File: src/rtl/crbt_consts.svh
// Register offsets, field positions, reset values and timing counts of the capture/reload baud timer.
`ifndef CRBT_CONSTS_SVH
`define CRBT_CONSTS_SVH
`define CRBT_CTRL_ADDR      8'hc9
`define CRBT_RCAP_L_ADDR    8'he4
`define CRBT_RCAP_H_ADDR    8'he5
`define CRBT_CNT_L_ADDR     8'he8
`define CRBT_CNT_H_ADDR     8'hf5
`define CRBT_CLKCTL_ADDR    8'h8e
`define CRBT_CTRL_RESET     8'h00
`define CRBT_BIT_OVF        7
`define CRBT_BIT_EXF        6
`define CRBT_BIT_RXSEL      5
`define CRBT_BIT_TXSEL      4
`define CRBT_BIT_EXEN       3
`define CRBT_BIT_RUN        2
`define CRBT_BIT_CT         1
`define CRBT_BIT_CPRL       0
`define CRBT_BIT_DIVSEL     6
`define CRBT_DIV12_TERM     4'hb
`endif

File: src/rtl/crbt_pkg.sv
// Types shared by the capture/reload baud timer.
package crbt_pkg;
   typedef struct packed {
      logic       wr;
      logic       rd;
      logic [7:0] addr;
      logic [7:0] wdata;
   } crbt_sfr_req_t;
   typedef enum logic [3:0] {
      CRBT_OFF     = 4'b0001,
      CRBT_CAPTURE = 4'b0010,
      CRBT_RELOAD  = 4'b0100,
      CRBT_BAUD    = 4'b1000
   } crbt_mode_t;
endpackage

File: src/rtl/crbt_fall_det.sv
// Two-stage sampler with falling edge detection for one pin.
`timescale 1ns/100ps
`default_nettype none
module crbt_fall_det (
   input  wire logic mclk_i,
   input  wire logic reset_n_i,
   input  wire logic pin_i,
   output var  logic fall_o
);
   logic sync1_reg;
   logic sync2_reg;
   logic prev_reg;
   // The first stage feeds only the second; the edge is judged on later stages.
   always_ff @(posedge mclk_i or negedge reset_n_i) begin
      if (!reset_n_i) begin
         sync1_reg <= 1'b1;
         sync2_reg <= 1'b1;
         prev_reg  <= 1'b1;
         fall_o    <= 1'b0;
      end else begin
         sync1_reg <= pin_i;
         sync2_reg <= sync1_reg;
         prev_reg  <= sync2_reg;
         fall_o    <= prev_reg & ~sync2_reg; // RULE16
      end
   end
endmodule
`default_nettype wire

File: src/rtl/crbt_timer.sv
// Top of the 16-bit capture, auto-reload and baud generator timer.
//
// Behaviour
// RULE1 - Timer counts system clock over 1 or 12, or falling count-pin edges.
// RULE2 - Run bit low halts the count in every mode.
// RULE3 - Capture mode: trigger edge copies count to capture pair, sets external flag.
// RULE4 - Capture when capture select and run set; trigger edges need external enable.
// RULE5 - Capture and reload modes: wrap from all ones sets overflow flag, interrupts.
// RULE6 - Reload mode: each overflow loads reload pair into the counter.
// RULE7 - Reload mode with external enable: trigger edge reloads and sets external flag.
// RULE8 - Either baud select bit forces baud mode, reloading on overflow.
// RULE9 - Baud mode overflow sets no flag; it pulses the serial shift clock.
// RULE10 - Receive select picks timer 1 or this timer for receive clock.
// RULE11 - Transmit select picks timer 1 or this timer for transmit clock.
// RULE12 - Baud mode internal clocking counts at half the system clock.
// RULE13 - Baud mode counter select counts count-pin falling edges.
// RULE14 - Baud mode with external enable: trigger edge sets external flag, interrupts.
// RULE15 - Both flags stay set until software clears them.
// RULE16 - Pins synchronised, falling edges detected once per edge.
`timescale 1ns/100ps
`default_nettype none
`include "crbt_consts.svh"
module crbt_timer (
   input  wire logic                   mclk_i,
   input  wire logic                   reset_n_i,
   input  wire crbt_pkg::crbt_sfr_req_t sfr_i,
   output var  logic [7:0]             sfr_rdata_o,
   input  wire logic                   count_input_pin_i,
   input  wire logic                   trigger_input_pin_i,
   input  wire logic                   timer1_ovf_i,
   output var  logic                   rx_baud_clk_o,
   output var  logic                   tx_baud_clk_o,
   output var  logic                   irq_o
);
   import crbt_pkg::*;

   ////////////////////////////////////////////////////////////////////////////
   logic [7:0]  ctrl_reg;
   logic [7:0]  clkctl_reg;
   logic [15:0] count_reg;
   logic [15:0] rcap_reg;
   logic [3:0]  pre_reg;
   logic        half_reg;
   logic        cnt_fall;
   logic        trg_fall;
   crbt_mode_t  mode;

   crbt_fall_det u_cnt (
      .mclk_i    (mclk_i),
      .reset_n_i (reset_n_i),
      .pin_i     (count_input_pin_i),
      .fall_o    (cnt_fall)
   );
   crbt_fall_det u_trg (
      .mclk_i    (mclk_i),
      .reset_n_i (reset_n_i),
      .pin_i     (trigger_input_pin_i),
      .fall_o    (trg_fall)
   );

   ////////////////////////////////////////////////////////////////////////////
   wire run     = ctrl_reg[`CRBT_BIT_RUN];
   wire baud    = ctrl_reg[`CRBT_BIT_RXSEL] | ctrl_reg[`CRBT_BIT_TXSEL]; // RULE8
   wire ext_cnt = ctrl_reg[`CRBT_BIT_CT];
   wire div1    = clkctl_reg[`CRBT_BIT_DIVSEL];

   always_comb begin
      if (!run)
         mode = CRBT_OFF; // RULE2
      else if (baud)
         mode = CRBT_BAUD; // RULE8
      else if (ctrl_reg[`CRBT_BIT_CPRL])
         mode = CRBT_CAPTURE; // RULE4
      else
         mode = CRBT_RELOAD;
   end

   wire pre_tick = (pre_reg == `CRBT_DIV12_TERM);
   // Baud mode runs internally at half rate; otherwise the divide select applies.
   wire int_tick = baud ? half_reg : (div1 | pre_tick); // RULE1 RULE12
   wire tick     = (mode != CRBT_OFF) & (ext_cnt ? cnt_fall : int_tick); // RULE1 RULE2 RULE13
   wire wrap     = tick & (count_reg == 16'hffff);
   wire trg_act  = (mode != CRBT_OFF) & ctrl_reg[`CRBT_BIT_EXEN] & trg_fall; // RULE4
   wire do_cap   = trg_act & (mode == CRBT_CAPTURE); // RULE3
   wire do_rld   = (wrap & (mode != CRBT_CAPTURE)) | (trg_act & (mode == CRBT_RELOAD)); // RULE6 RULE7 RULE8
   wire set_ovf  = wrap & (mode != CRBT_BAUD); // RULE5 RULE9
   wire set_exf  = trg_act; // RULE3 RULE7 RULE14
   wire baud_ovf = wrap & (mode == CRBT_BAUD); // RULE9

   wire wr_ctrl  = sfr_i.wr & (sfr_i.addr == `CRBT_CTRL_ADDR);
   wire wr_clk   = sfr_i.wr & (sfr_i.addr == `CRBT_CLKCTL_ADDR);
   wire wr_rl    = sfr_i.wr & (sfr_i.addr == `CRBT_RCAP_L_ADDR);
   wire wr_rh    = sfr_i.wr & (sfr_i.addr == `CRBT_RCAP_H_ADDR);
   wire wr_cl    = sfr_i.wr & (sfr_i.addr == `CRBT_CNT_L_ADDR);
   wire wr_ch    = sfr_i.wr & (sfr_i.addr == `CRBT_CNT_H_ADDR);

   // Hardware set wins over a software clear written in the same cycle.
   wire [7:0] ctrl_wr = wr_ctrl ? sfr_i.wdata : ctrl_reg;
   wire [7:0] ctrl_next = {ctrl_wr[7] | set_ovf, ctrl_wr[6] | set_exf, ctrl_wr[5:0]}; // RULE15

   wire [15:0] cnt_inc  = count_reg + 16'h0001;
   wire [15:0] cnt_next = do_rld ? rcap_reg :
                          wr_cl  ? {count_reg[15:8], sfr_i.wdata} :
                          wr_ch  ? {sfr_i.wdata, count_reg[7:0]} :
                          tick   ? cnt_inc : count_reg; // RULE6
   wire [15:0] rcap_next = do_cap ? count_reg : // RULE3
                           wr_rl  ? {rcap_reg[15:8], sfr_i.wdata} :
                           wr_rh  ? {sfr_i.wdata, rcap_reg[7:0]} : rcap_reg;

   wire [7:0] rd_mux = (sfr_i.addr == `CRBT_CTRL_ADDR)   ? ctrl_reg :
                       (sfr_i.addr == `CRBT_CLKCTL_ADDR) ? clkctl_reg :
                       (sfr_i.addr == `CRBT_RCAP_L_ADDR) ? rcap_reg[7:0] :
                       (sfr_i.addr == `CRBT_RCAP_H_ADDR) ? rcap_reg[15:8] :
                       (sfr_i.addr == `CRBT_CNT_L_ADDR)  ? count_reg[7:0] :
                       (sfr_i.addr == `CRBT_CNT_H_ADDR)  ? count_reg[15:8] : 8'h00;

   // Timer 1 overflows pass through one register stage when the select bit is clear.
   wire rx_next = ctrl_reg[`CRBT_BIT_RXSEL] ? baud_ovf : timer1_ovf_i; // RULE10
   wire tx_next = ctrl_reg[`CRBT_BIT_TXSEL] ? baud_ovf : timer1_ovf_i; // RULE11
   wire [3:0] pre_next = pre_tick ? 4'h0 : pre_reg + 4'h1;

   ////////////////////////////////////////////////////////////////////////////
   always_ff @(posedge mclk_i or negedge reset_n_i) begin
      if (!reset_n_i) begin
         ctrl_reg      <= `CRBT_CTRL_RESET;
         clkctl_reg    <= 8'h00;
         count_reg     <= 16'h0000;
         rcap_reg      <= 16'h0000;
         pre_reg       <= 4'h0;
         half_reg      <= 1'b0;
         sfr_rdata_o   <= 8'h00;
         rx_baud_clk_o <= 1'b0;
         tx_baud_clk_o <= 1'b0;
         irq_o         <= 1'b0;
      end else begin
         ctrl_reg      <= ctrl_next;
         clkctl_reg    <= wr_clk ? sfr_i.wdata : clkctl_reg;
         count_reg     <= cnt_next;
         rcap_reg      <= rcap_next;
         pre_reg       <= pre_next;
         half_reg      <= ~half_reg;
         sfr_rdata_o   <= sfr_i.rd ? rd_mux : sfr_rdata_o;
         rx_baud_clk_o <= rx_next;
         tx_baud_clk_o <= tx_next;
         irq_o         <= ctrl_next[`CRBT_BIT_OVF] | ctrl_next[`CRBT_BIT_EXF];
      end
   end
endmodule
`default_nettype wire

File: config.mk
export PLATFORM = sky130hd
export DESIGN_NAME = crbt_timer
export DESIGN_NICKNAME = d
export VERILOG_FILES = /design/src/rtl/crbt_pkg.sv /design/src/rtl/crbt_fall_det.sv /design/src/rtl/crbt_timer.sv
export VERILOG_INCLUDE_DIRS = /design/src /design/src/rtl
export SDC_FILE = /design/constraint.sdc
export NUM_CORES = 1
export LEC_CHECK = 0
export BUFFER_PORTS_ARGS = -buffer_cell sky130_fd_sc_hd__buf_2
export CAP_MARGIN = 15
export CORE_MARGIN = 5
export CORE_UTILIZATION = 57
export CTS_BUF_LIST = sky130_fd_sc_hd__clkbuf_2
export DETAILED_ROUTE_END_ITERATION = 10
export GPL_TIMING_DRIVEN = 0
export HOLD_SLACK_MARGIN = 0.12
export PLACE_DENSITY = 0.77
export RECOVER_POWER = 100
export SETUP_SLACK_MARGIN = 0.15
export SLEW_MARGIN = 10
export SYNTH_ARGS = -nofsm -noshare
export SYNTH_HDL_FRONTEND = slang
export SYNTH_SLANG_ARGS = --single-unit
File: constraint.sdc
create_clock -name mclk_i -period 6.6 [get_ports mclk_i]
set_input_delay 0.33 -clock mclk_i [delete_from_list [all_inputs] [get_ports mclk_i]]
set_output_delay 0.33 -clock mclk_i [all_outputs]
set_load 0.01 [all_outputs]
==> impl_metrics.ini, run 1 <==
[timing]
max_slew_margin_pct = -47.82
rsz0062_at_grt = false
hold_viol = 0
slew_violations = 75
finalCritPeriodShare_pct = 53.23
worst_pin_slew_ps = 2217
fin_crit_ps = 3513
finClkSkew_ps = 41.45
hold_slack_ps = 138.0
fmax_mhz = 284.6
finalSetupTns_ps = 0
setup-violations-final = 0

[cts]
cts_setup_buffers = 0
numCtsBuffers = 9
clk-insertion-delay-late_ps = 570
cts.repair.resized = 0
htreeDepth = 3
clock-sinks = 72
cts_root_buf = clkbuf_2
cts_tree = done
cts-hold-fix-buffers = 4
clock_path_buffers = 2
clkTransAtPathRegs_ps = 190

[finish]
fin_util_pct = 64.93
syn_to_final_growth_pct = 11.34
num_antenna_cells = 0
instances_no_fill = 540
final_nets = 480
drive_gt1_share_pct = 15.00
nFillCells = 564
multi_input_area_sq_um = 1973
register_area_sq_um = 1809

[pwr]
combPwrFrac_pct = 10.7
power_switching_w = 0.0002436
power_frac_clock_pct = 33.6
swShare_pct = 27.73
irDropWorstVdd_mv = 0.1368
powerDensity_nw_per_um2 = 200.3
p_int_w = 0.0006350
seqPwrFrac_pct = 55.8
p_leak_nw = 1.868

[synth]
synthFlopType = dfrtp_1
synth-edff-count = 0
ys_ff_latch = 72
ys_warn_count = 0
avgSynthCellArea_sq_um = 9.826
synthArstFlopShare_pct = 100.0
synth_nets = 426
synth_area_leaders = dfrtp_1 (42%), mux2_2 (6.6%), mux2i_1 (4.8%)
yosysUniqueCellTypes = 56
synth-seq-area-share_pct = 45.92
syn_inst = 401
yosys.area.top_type_share_pct = 41.92
synth_top_area_cell = dfrtp_1
synth_area_sq_um = 3940

[setup_path]
cp.arrival_ps = 3980
crit_chain = ha_1 -> and3b_1 -> nor4_1 -> nor3_1 -> a31oi_1 -> clkbuf_1 -> clkbuf_1 -> nor2_1 -> a31oi_1
cpPeakStageDelay_ps = 590
critPathRequiredTime_ps = 7070
end_kind = flop
cp_slowest_cell = a31oi_1
path_buf_inv = 2
criticalPathCategory = reg -> reg
cp-start-kind = flop
cpLargestDelayFamily = simple AND/OR/NAND/NOR gates
critical_path.max_fanout = 10

[grt]
grt_max_degree = 43
overflow = 0
grt_pass1_vias = 3366
grt_pass1_wl_microns = 17380
antenna_found_initial = 0
grtUsageTotal_pct = 25.92

[drt]
vias = 3440
ant_nets = 0
routedWlPerCell_microns = 19.76
drc = 0
drt_iter0_markers = 432
drt-vias-per-instance = 6.370
wl_microns = 10670
detail_route.first_pass.iterations = 6

[placed_design]
gp_congestion = 0.9499
port_buffers = 31
place_inst = 514
dp_hpwl_microns = 7494

[die]
die_area_sq_um = 8675
start_util_pct = 58.31
core_area_sq_um = 6756
fp.dieH_microns = 93.14
dieWidth_microns = 93.14
pin_count = 34
rows = 30

[run]
drv_cap = 2

[outcome]
violations = max-capacitance violations, max-slew violations
status = finished with violations

[worst_hold_path]
min_path_type = in -> reg
## synth_stat cells (all sizes together) (5+ instances only)
master and n:
a21oi 20, a221o 8, a22o 9, a31oi 21, buf 7, clkbuf 15, dfrtp 66, dfstp 6
inv 7, mux2 30, mux2i 19, nand2 37, nand2b 6, nand3 12, nand4 5, nor2 37
nor2b 6, nor3 10, nor4 6, o21ai 23, o22ai 8
## through the flow
step | setup slack, ps | cell area (sq um) | power [W]
2_1_floorplan | 4140 | 3940 | 0.0005440
3_3_place_gp | 3808 | 4195 | 0.0005846
3_5_place_dp | 3773 | 4229 | 0.0005900
4_1_cts | 3723 | 4407 | 0.0008798
5_1_grt | 2359 | 4387 | 0.0009184
6_report | 3087 | 4387 | 0.0008786
## cells in the final DEF (no fill, tap or decap), types with 11 or more instances in the layout
master / netlist / layout
a21oi_1: 20 / 20
a31oi_1: 19 / 20
buf_2: 4 / 21
clkbuf_1: 15 / 31
clkbuf_2: 0 / 11
dfrtp_1: 66 / 66
mux2_2: 23 / 23
mux2i_1: 19 / 19
nand2_1: 37 / 37
nand3_1: 12 / 12
nor2_1: 37 / 37
o21ai_0: 22 / 22
## metal layers
layer	wire length (microns)	up-vias	part of all wire, %	global-route usage (%)
li1	-	1598	-	-
met1	4678	1653	44	36.50
met2	4770	154	45	39.05
met3	804	35	7.5	5.551
met4	414	0	3.9	10.26
met5	0	-	0	0
## power groups by stage
stage                     Combinational [W]  Clock (W)  Sequential, W
after floorplan                   0.0000521          0       0.000492
after global placement            0.0000892          0       0.000495
after detailed placement          0.0000930          0       0.000497
after CTS                         0.0000951   0.000296       0.000489
after global routing               0.000104   0.000321       0.000493
final                             0.0000936   0.000295       0.000490
## worst paths after layout
| check | depth (start not counted) | slack (ps) | from | end |
|---|---|---|---|---|
| worst max-delay path | 9 | 3090 | pre_reg[0] | count_reg[13] |
| min in group asynchronous | 2 | 700 | reset_n_i | count_reg[12] |
| max in group asynchronous | 3 | 3140 | reset_n_i | ctrl_reg[6] |
| worst max register to register | 9 | 3090 | pre_reg[0] | count_reg[13] |
| worst min register to register | 0 | 380 | u_cnt.sync1_reg | u_cnt.sync2_reg |
| worst min-delay path | 3 | 140 | sfr_i[7] | ctrl_reg[7] |
## layout make-up
class | count | share of cell area (%)
multi-input combinational | 300 | 44.98
sequential | 72 | 41.24
timing repair buffer | 43 | 5.762
tap | 80 | 2.282
buffer | 22 | 1.997
clock inverter | 5 | 1.882
clock buffer | 11 | 1.255
inverter | 7 | 0.5990
## worst reg2reg max path: cells and delay by family (launching register included)
| kind | cells | cell delay [ps] |
|---|---|---|
| adder cells (fa/ha/maj) | 1 | 230 |
| AND/OR/NAND/NOR | 4 | 1060 |
| buffers and inverters | 2 | 970 |
| flip-flops | 1 | 440 |
| AO/OA/AOI/OAI | 2 | 760 |
## kinds of logic (layout without fill, tap and decap cells)
| kind of cell | after synthesis | in the layout | share of synthesized area, % |
|---|---|---|---|
| buffers and inverters | 29 | 88 | 3.080 |
| multiplexers | 49 | 49 | 13.40 |
| flip-flops | 72 | 72 | 45.92 |
| AO/OA/AOI/OAI | 106 | 106 | 18.42 |
| adder cells (fa/ha/maj) | 2 | 2 | 0.6350 |
| XOR/XNOR | 5 | 5 | 1.112 |
| AND/OR/NAND/NOR | 138 | 138 | 17.43 |
Power figures use the tool's default switching activity.
==> inputs of run 2 (changes only) <==
--- a/config.mk
+++ b/config.mk
@@ -6,6 +6,7 @@
 export SDC_FILE = /design/constraint.sdc
 export NUM_CORES = 1
 export LEC_CHECK = 0
+export ABC_AREA = 1
 export BUFFER_PORTS_ARGS = -buffer_cell sky130_fd_sc_hd__buf_2
 export CAP_MARGIN = 15
 export CORE_MARGIN = 5
@@ -14,7 +15,7 @@
 export DETAILED_ROUTE_END_ITERATION = 10
 export GPL_TIMING_DRIVEN = 0
 export HOLD_SLACK_MARGIN = 0.12
-export PLACE_DENSITY = 0.77
+export PLACE_DENSITY = 0.76
 export RECOVER_POWER = 100
 export SETUP_SLACK_MARGIN = 0.15
 export SLEW_MARGIN = 10
==> constraint.sdc (replaced) <==
create_clock -name mclk_i -period 3.3 [get_ports mclk_i]
set_input_delay 0.165 -clock mclk_i [delete_from_list [all_inputs] [get_ports mclk_i]]
set_output_delay 0.165 -clock mclk_i [all_outputs]
set_load 0.01 [all_outputs]
==> run 2 against run 1 <==
Compared with the run above: the run now ends clean; non-clock buffer count decreased by 2; combinational power increased to 4.7 times the previous value; hold slack gained 75 ps; sequential cell count unchanged; area after synthesis is 5.4% higher; final area rose by 7.1%; utilization increased by 0.53 points; synthesized cell count up 45%; via count increased by 22%; clock power rose by 75%; critical endpoint is now clkctl_reg[7]; largest power group unchanged.
==> impl_metrics.ini, run 2 <==
[outcome]
status = complete, no violations

[setup_path]
end_kind = flop
cpLargestDelayFamily = simple AND/OR/NAND/NOR gates
path_buf_inv = 3
startpoint = sfr_i[8]
cp.arrival_ps = 3120
cp-start-kind = primary input
reg2regPathDepth = 11
cpMostUsedCell = dlygate4sd3_1
crit_chain = dlygate4sd3_1 -> clkbuf_1 -> nor4_1 -> nand3_2 -> dlygate4sd3_1 -> nand2_1 -> o21ai_0
cp_slowest_cell = nor4_1
rrSetupSlack_ps = 670
reg2reg_to = count_reg[9]
critical_path.max_fanout = 9
criticalPathCategory = in -> reg
r2r-start = count_reg[0]
cpPeakStageDelay_ps = 1120
path_depth = 7
critPathRequiredTime_ps = 3720
endpoint = clkctl_reg[7]

[drt]
drt_iter0_markers = 407
detail_route.first_pass.iterations = 5
routedWlPerCell_microns = 15.55
ant_nets = 0
vias = 4190
wl_microns = 11630
drt-vias-per-instance = 5.602
drc = 0

[synth]
synth_nets = 606
yosysUniqueCellTypes = 31
synth-edff-count = 0
yosys.area.top_type_share_pct = 39.77
synthArstFlopShare_pct = 100.0
yosysMostFrequentCell = nand2_1
synth-seq-area-share_pct = 43.57
synthFlopType = dfrtp_1
ys_warn_count = 0
synth_top_area_cell = dfrtp_1
synthTopCellsByCount = nand2_1 (208), inv_1 (71), nand3_1 (70), dfrtp_1 (66), nor2_1 (32)
synth_area_sq_um = 4153
avgSynthCellArea_sq_um = 7.148
syn_inst = 581
synth_area_leaders = dfrtp_1 (40%), nand2_1 (19%), nand3_1 (8.4%)
ys_ff_latch = 72

[finish]
final_common_cell = nand2_1
final_nets = 669
num_antenna_cells = 0
nFillCells = 681
fin_util_pct = 65.46
syn_to_final_growth_pct = 13.11
drive_gt1_share_pct = 8.783
final_cell_mix = nand2_1 (209), inv_1 (76), nand3_1 (71)

[timing]
setup-violations-final = 0
max_slew_margin_pct = 9.266
setup_slack_ps = 600.3
worst_pin_slew_ps = 1349
fmax_mhz = 370.4
finalSetupTns_ps = 0
hold_slack_ps = 212.5
rsz0062_at_grt = false
hold_viol = 0
finClkSkew_ps = 41.49
slew_violations = 0
fin_crit_ps = 2700
finalCritPeriodShare_pct = 81.81

[grt]
antenna_found_initial = 0
grt_pass1_wl_microns = 19170
overflow = 0
grt_max_degree = 46
grt_pass1_vias = 3960
grtUsageTotal_pct = 27.62

[cts]
clock-sinks = 72
numCtsBuffers = 9
clk-insertion-delay-late_ps = 520
clkTransAtPathRegs_ps = 230
htreeDepth = 3
clock_path_buffers = 2
cts-hold-fix-buffers = 18
cts_tree = done
cts_setup_buffers = 0
cts_root_buf = clkbuf_2
cts.repair.resized = 0

[die]
pin_count = 34
fp.dieH_microns = 95.36
rows = 31
die_area_sq_um = 9093
start_util_pct = 57.87
dieWidth_microns = 95.36
core_area_sq_um = 7176

[pwr]
powerDensity_nw_per_um2 = 443.3
p_leak_nw = 2.354
fin_total_pwr_w = 0.002082
irDropWorstVdd_mv = 0.3984

[placed_design]
port_buffers = 32
preCtsSetupSlack_ps = 1113
gp_congestion = 0.9614
dp_hpwl_microns = 8689

[worst_hold_path]
min_path_type = in -> reg

[run]
drv_cap = 0
==> run 2: cell types whose count changed in the layout (fill, tap and decap cells not counted), sizes merged, moves of 9 or more <==
cell    change
nand2     +174
inv        +73
nand3      +61
mux2       -30
a31oi      -20
mux2i      -19
o21ai      +17
o221ai     +13
a21oi      -11
nor3       -10
a22o        -9
==> run 2: how the worst min path moves through the flow <==
stage                            to                 from  cells past startpoint  slack (ps)
finish                 rcap_reg[11]            sfr_i[17]                      3         210
global route           rcap_reg[11]            sfr_i[17]                      3         210
CTS                   clkctl_reg[3]             sfr_i[9]                      6         170
detailed placement   sfr_rdata_o[2]            reset_n_i                      1         110
global placement    u_trg.sync1_reg  trigger_input_pin_i                      1         270
floorplan             clkctl_reg[0]            reset_n_i                      0        -130
==> run 2: metrics by stage <==
step	area [sq um]	std cells
global placement	4437	712
CTS	4758	747
detailed placement	4459	713
floorplan	4153	581
global route	4697	748
finish	4697	748
==> run 2: worst register-to-register path: stages, from the launching register on <==
cell and delay (ps):
dfrtp_1 490, ha_1 230, nand3_1 180, inv_1 170, nand2_2 90, nor2_4 190
nand4_4 190, nand2_1 300, clkbuf_1 410, nand2_1 130, nand3_1 110, nand2_1 60
==> run 2: power breakdown <==
group          total, W  internal, W  leakage (nW)  switching (W)
sequential      0.00112     0.000980         0.855       0.000143
clock          0.000517     0.000182        0.0725       0.000334
combinational  0.000442     0.000174          1.43       0.000269
total           0.00208      0.00134          2.35       0.000746
==> run 2: layout make-up <==
class / count / area (sq um) / area share (%)
tap: 99 / 123.9 / 2.637
inverter: 79 / 296.5 / 6.313
timing repair buffer: 52 / 332.8 / 7.086
multi-input combinational: 419 / 1972 / 41.98
sequential: 72 / 1809 / 38.52
buffer: 11 / 43.79 / 0.9323
clock buffer: 10 / 50.05 / 1.066
clock inverter: 6 / 68.82 / 1.465
==> run 2: cell families after synthesis <==
family          Yosys count  share of synthesized area [%]
compound gates           75                          10.70
xor+xnor                  5                          1.054
fa+ha+maj                 2                         0.6025
buf+inv                  90                          8.436
flops                    72                          43.57
simple gates            337                          35.64
==> run 2: metal layers <==
metal | vias to the layer above | track usage (%) | wire [microns]
met5 | - | 0 | 0
met3 | 21 | 4.183 | 922
met2 | 204 | 42.22 | 5247
met1 | 1944 | 39.47 | 5221
met4 | 0 | 10.82 | 238
li1 | 2021 | - | -
==> inputs of run 3 (changes only) <==
==> constraint.sdc (replaced) <==
create_clock -name mclk_i -period 2.6 [get_ports mclk_i]
set_input_delay 0.13 -clock mclk_i [delete_from_list [all_inputs] [get_ports mclk_i]]
set_output_delay 0.13 -clock mclk_i [all_outputs]
set_load 0.01 [all_outputs]
==> run 3 against run 2 <==
Compared with the run above: final area is 0.19% higher; clock skew is 2.8 ps lower; sequential share of layout area is 0.072 points lower; critical path type is now reg -> reg; cell count is 0.13% lower; the run now ends with max-capacitance violations, max-slew violations left.
==> impl_metrics.ini, run 3 (synthesized netlist as in run 2, its figures left out) <==
[cts]
cts_setup_buffers = 0
clkTransAtPathRegs_ps = 200
clock_path_buffers = 2
clock-sinks = 72
cts_root_buf = clkbuf_2
htreeDepth = 3
numCtsBuffers = 9
cts_tree = done
clk-insertion-delay-late_ps = 520

[finish]
drive_gt1_share_pct = 10.03
syn_to_final_growth_pct = 13.32
final_common_cell = nand2_1
num_antenna_cells = 0
final_nets = 668
final_cell_mix = nand2_1 (209), inv_1 (73), nand3_1 (70)
postLayoutCellArea_sq_um = 4706

[setup_path]
r2r-start = count_reg[0]
criticalPathCategory = reg -> reg
rrSetupSlack_ps = 260
endpoint = count_reg[0]
reg2regPathDepth = 11
reg2reg_to = count_reg[0]
end_kind = flop
startpoint = count_reg[0]
cp.arrival_ps = 2780
critical_path.max_fanout = 10
cp-start-kind = flop
critPathRequiredTime_ps = 3040

[drt]
drt_iter0_markers = 438
drt-vias-per-instance = 5.640
routedWlPerCell_microns = 15.54
vias = 4213
wl_microns = 11610
detail_route.first_pass.iterations = 5
drc = 0
ant_nets = 0

[placed_design]
dpl_cell_area_sq_um = 4459
dp_hpwl_microns = 8689
preCtsSetupSlack_ps = 413.0
gp_congestion = 0.9614
port_buffers = 32

[die]
rows = 31
dieWidth_microns = 95.36
pin_count = 34
core_area_sq_um = 7176
fp.dieH_microns = 95.36
die_area_sq_um = 9093
start_util_pct = 57.87

[pwr]
power_switching_w = 0.0009492
seqPwrFrac_pct = 53.9
fin_total_pwr_w = 0.002644
p_int_w = 0.001695
irDropWorstVdd_mv = 0.5140
combPwrFrac_pct = 21.2
power_frac_clock_pct = 24.9
swShare_pct = 35.89
p_leak_nw = 2.355
powerDensity_nw_per_um2 = 561.9

[timing]
max_slew_margin_pct = -0.7909
fmax_mhz = 428.2
finClkSkew_ps = 38.68
fin_crit_ps = 2336
slew_violations = 28
worst_pin_slew_ps = 1512
finalCritPeriodShare_pct = 89.83
finalSetupTns_ps = 0
rsz0062_at_grt = false
setup-violations-final = 0
hold_viol = 0
setup_slack_ps = 264.4

[grt]
grt_max_degree = 46
grtUsageTotal_pct = 27.47
antenna_found_initial = 0
grt_pass1_wl_microns = 19090
grt_pass1_vias = 3952
overflow = 0

[run]
drv_cap = 1

[outcome]
status = finished with violations
violations = max-capacitance violations, max-slew violations

[worst_hold_path]
min_from = sfr_i[17]
min_path_cells = 3
min_path_type = in -> reg
==> run 3: changes by cell type in the layout (fill, tap and decap cells not counted), moves of 2 or more <==
cell | previous run | this run
buf_2 | 21 | 23
clkbuf_1 | 23 | 20
inv_1 | 76 | 73
inv_2 | 3 | 6
==> run 3: cell type report <==
cell class | count | area, sq um
plain buffers | 11 | 52.55
clock buffers | 10 | 50.05
clock inverters | 6 | 68.82
fillers | 683 | 2470
inverters | 79 | 296.5
multi-input cells | 419 | 1981
flip-flops and latches | 72 | 1809
well taps | 99 | 123.9
repair buffers | 51 | 324.1
==> run 3: power by group through the flow <==
stage	Sequential [W]	Combinational (W)	Clock [W]
global placement	0.00144	0.000526	0
CTS	0.00142	0.000564	0.000668
detailed placement	0.00144	0.000539	0
floorplan	0.00138	0.000383	0
finish	0.00143	0.000561	0.000658
global route	0.00144	0.000639	0.000721
==> run 3: stage by stage <==
step	instances	utilization (%)	hold slack, ps
finish	747	65.58	175.9
global route	747	65.58	175.0
CTS	747	66.45	146.1
detailed placement	713	62.14	79.76
global placement	712	61.83	236.2
floorplan	581	-	-165.6
==> run 3: timing repair <==
| action | in CTS | in global routing |
|---|---|---|
| hold buffers | 18 | 0 |
| resized for setup | 0 | 1 |
| endpoints found under the setup margin | 0 | 9 |
| hold endpoints to repair | 115 | 0 |
==> run 3: worst min-delay path by stage <==
stage                            endpoint  slack [ps]
after global routing         rcap_reg[11]         170
after global placement    u_trg.sync1_reg         240
after detailed placement   sfr_rdata_o[2]          80
after CTS                    rcap_reg[11]         150
after floorplan             clkctl_reg[0]        -170
final                        rcap_reg[11]         180
==> run 3: worst max-delay path: stages (launching register included) <==
cell     delay [ps]
dfrtp_1         500
ha_1            250
nand3_2         140
inv_1           150
nand2_2          90
nor2_4          190
nand4_4         190
nand2_1         330
nor2_2          170
inv_2           150
nand2_1          60
nand2_1          60
==> run 3: per-layer routing <==
metal | wire, microns | GRT usage, % | vias to the layer above | part of all wire (%)
met5 | 0 | 0 | - | 0
met4 | 232 | 10.46 | 0 | 2.0
met3 | 1086 | 4.104 | 23 | 9.4
met2 | 5176 | 42.10 | 230 | 45
met1 | 5114 | 39.32 | 1948 | 44
li1 | - | - | 2012 | -
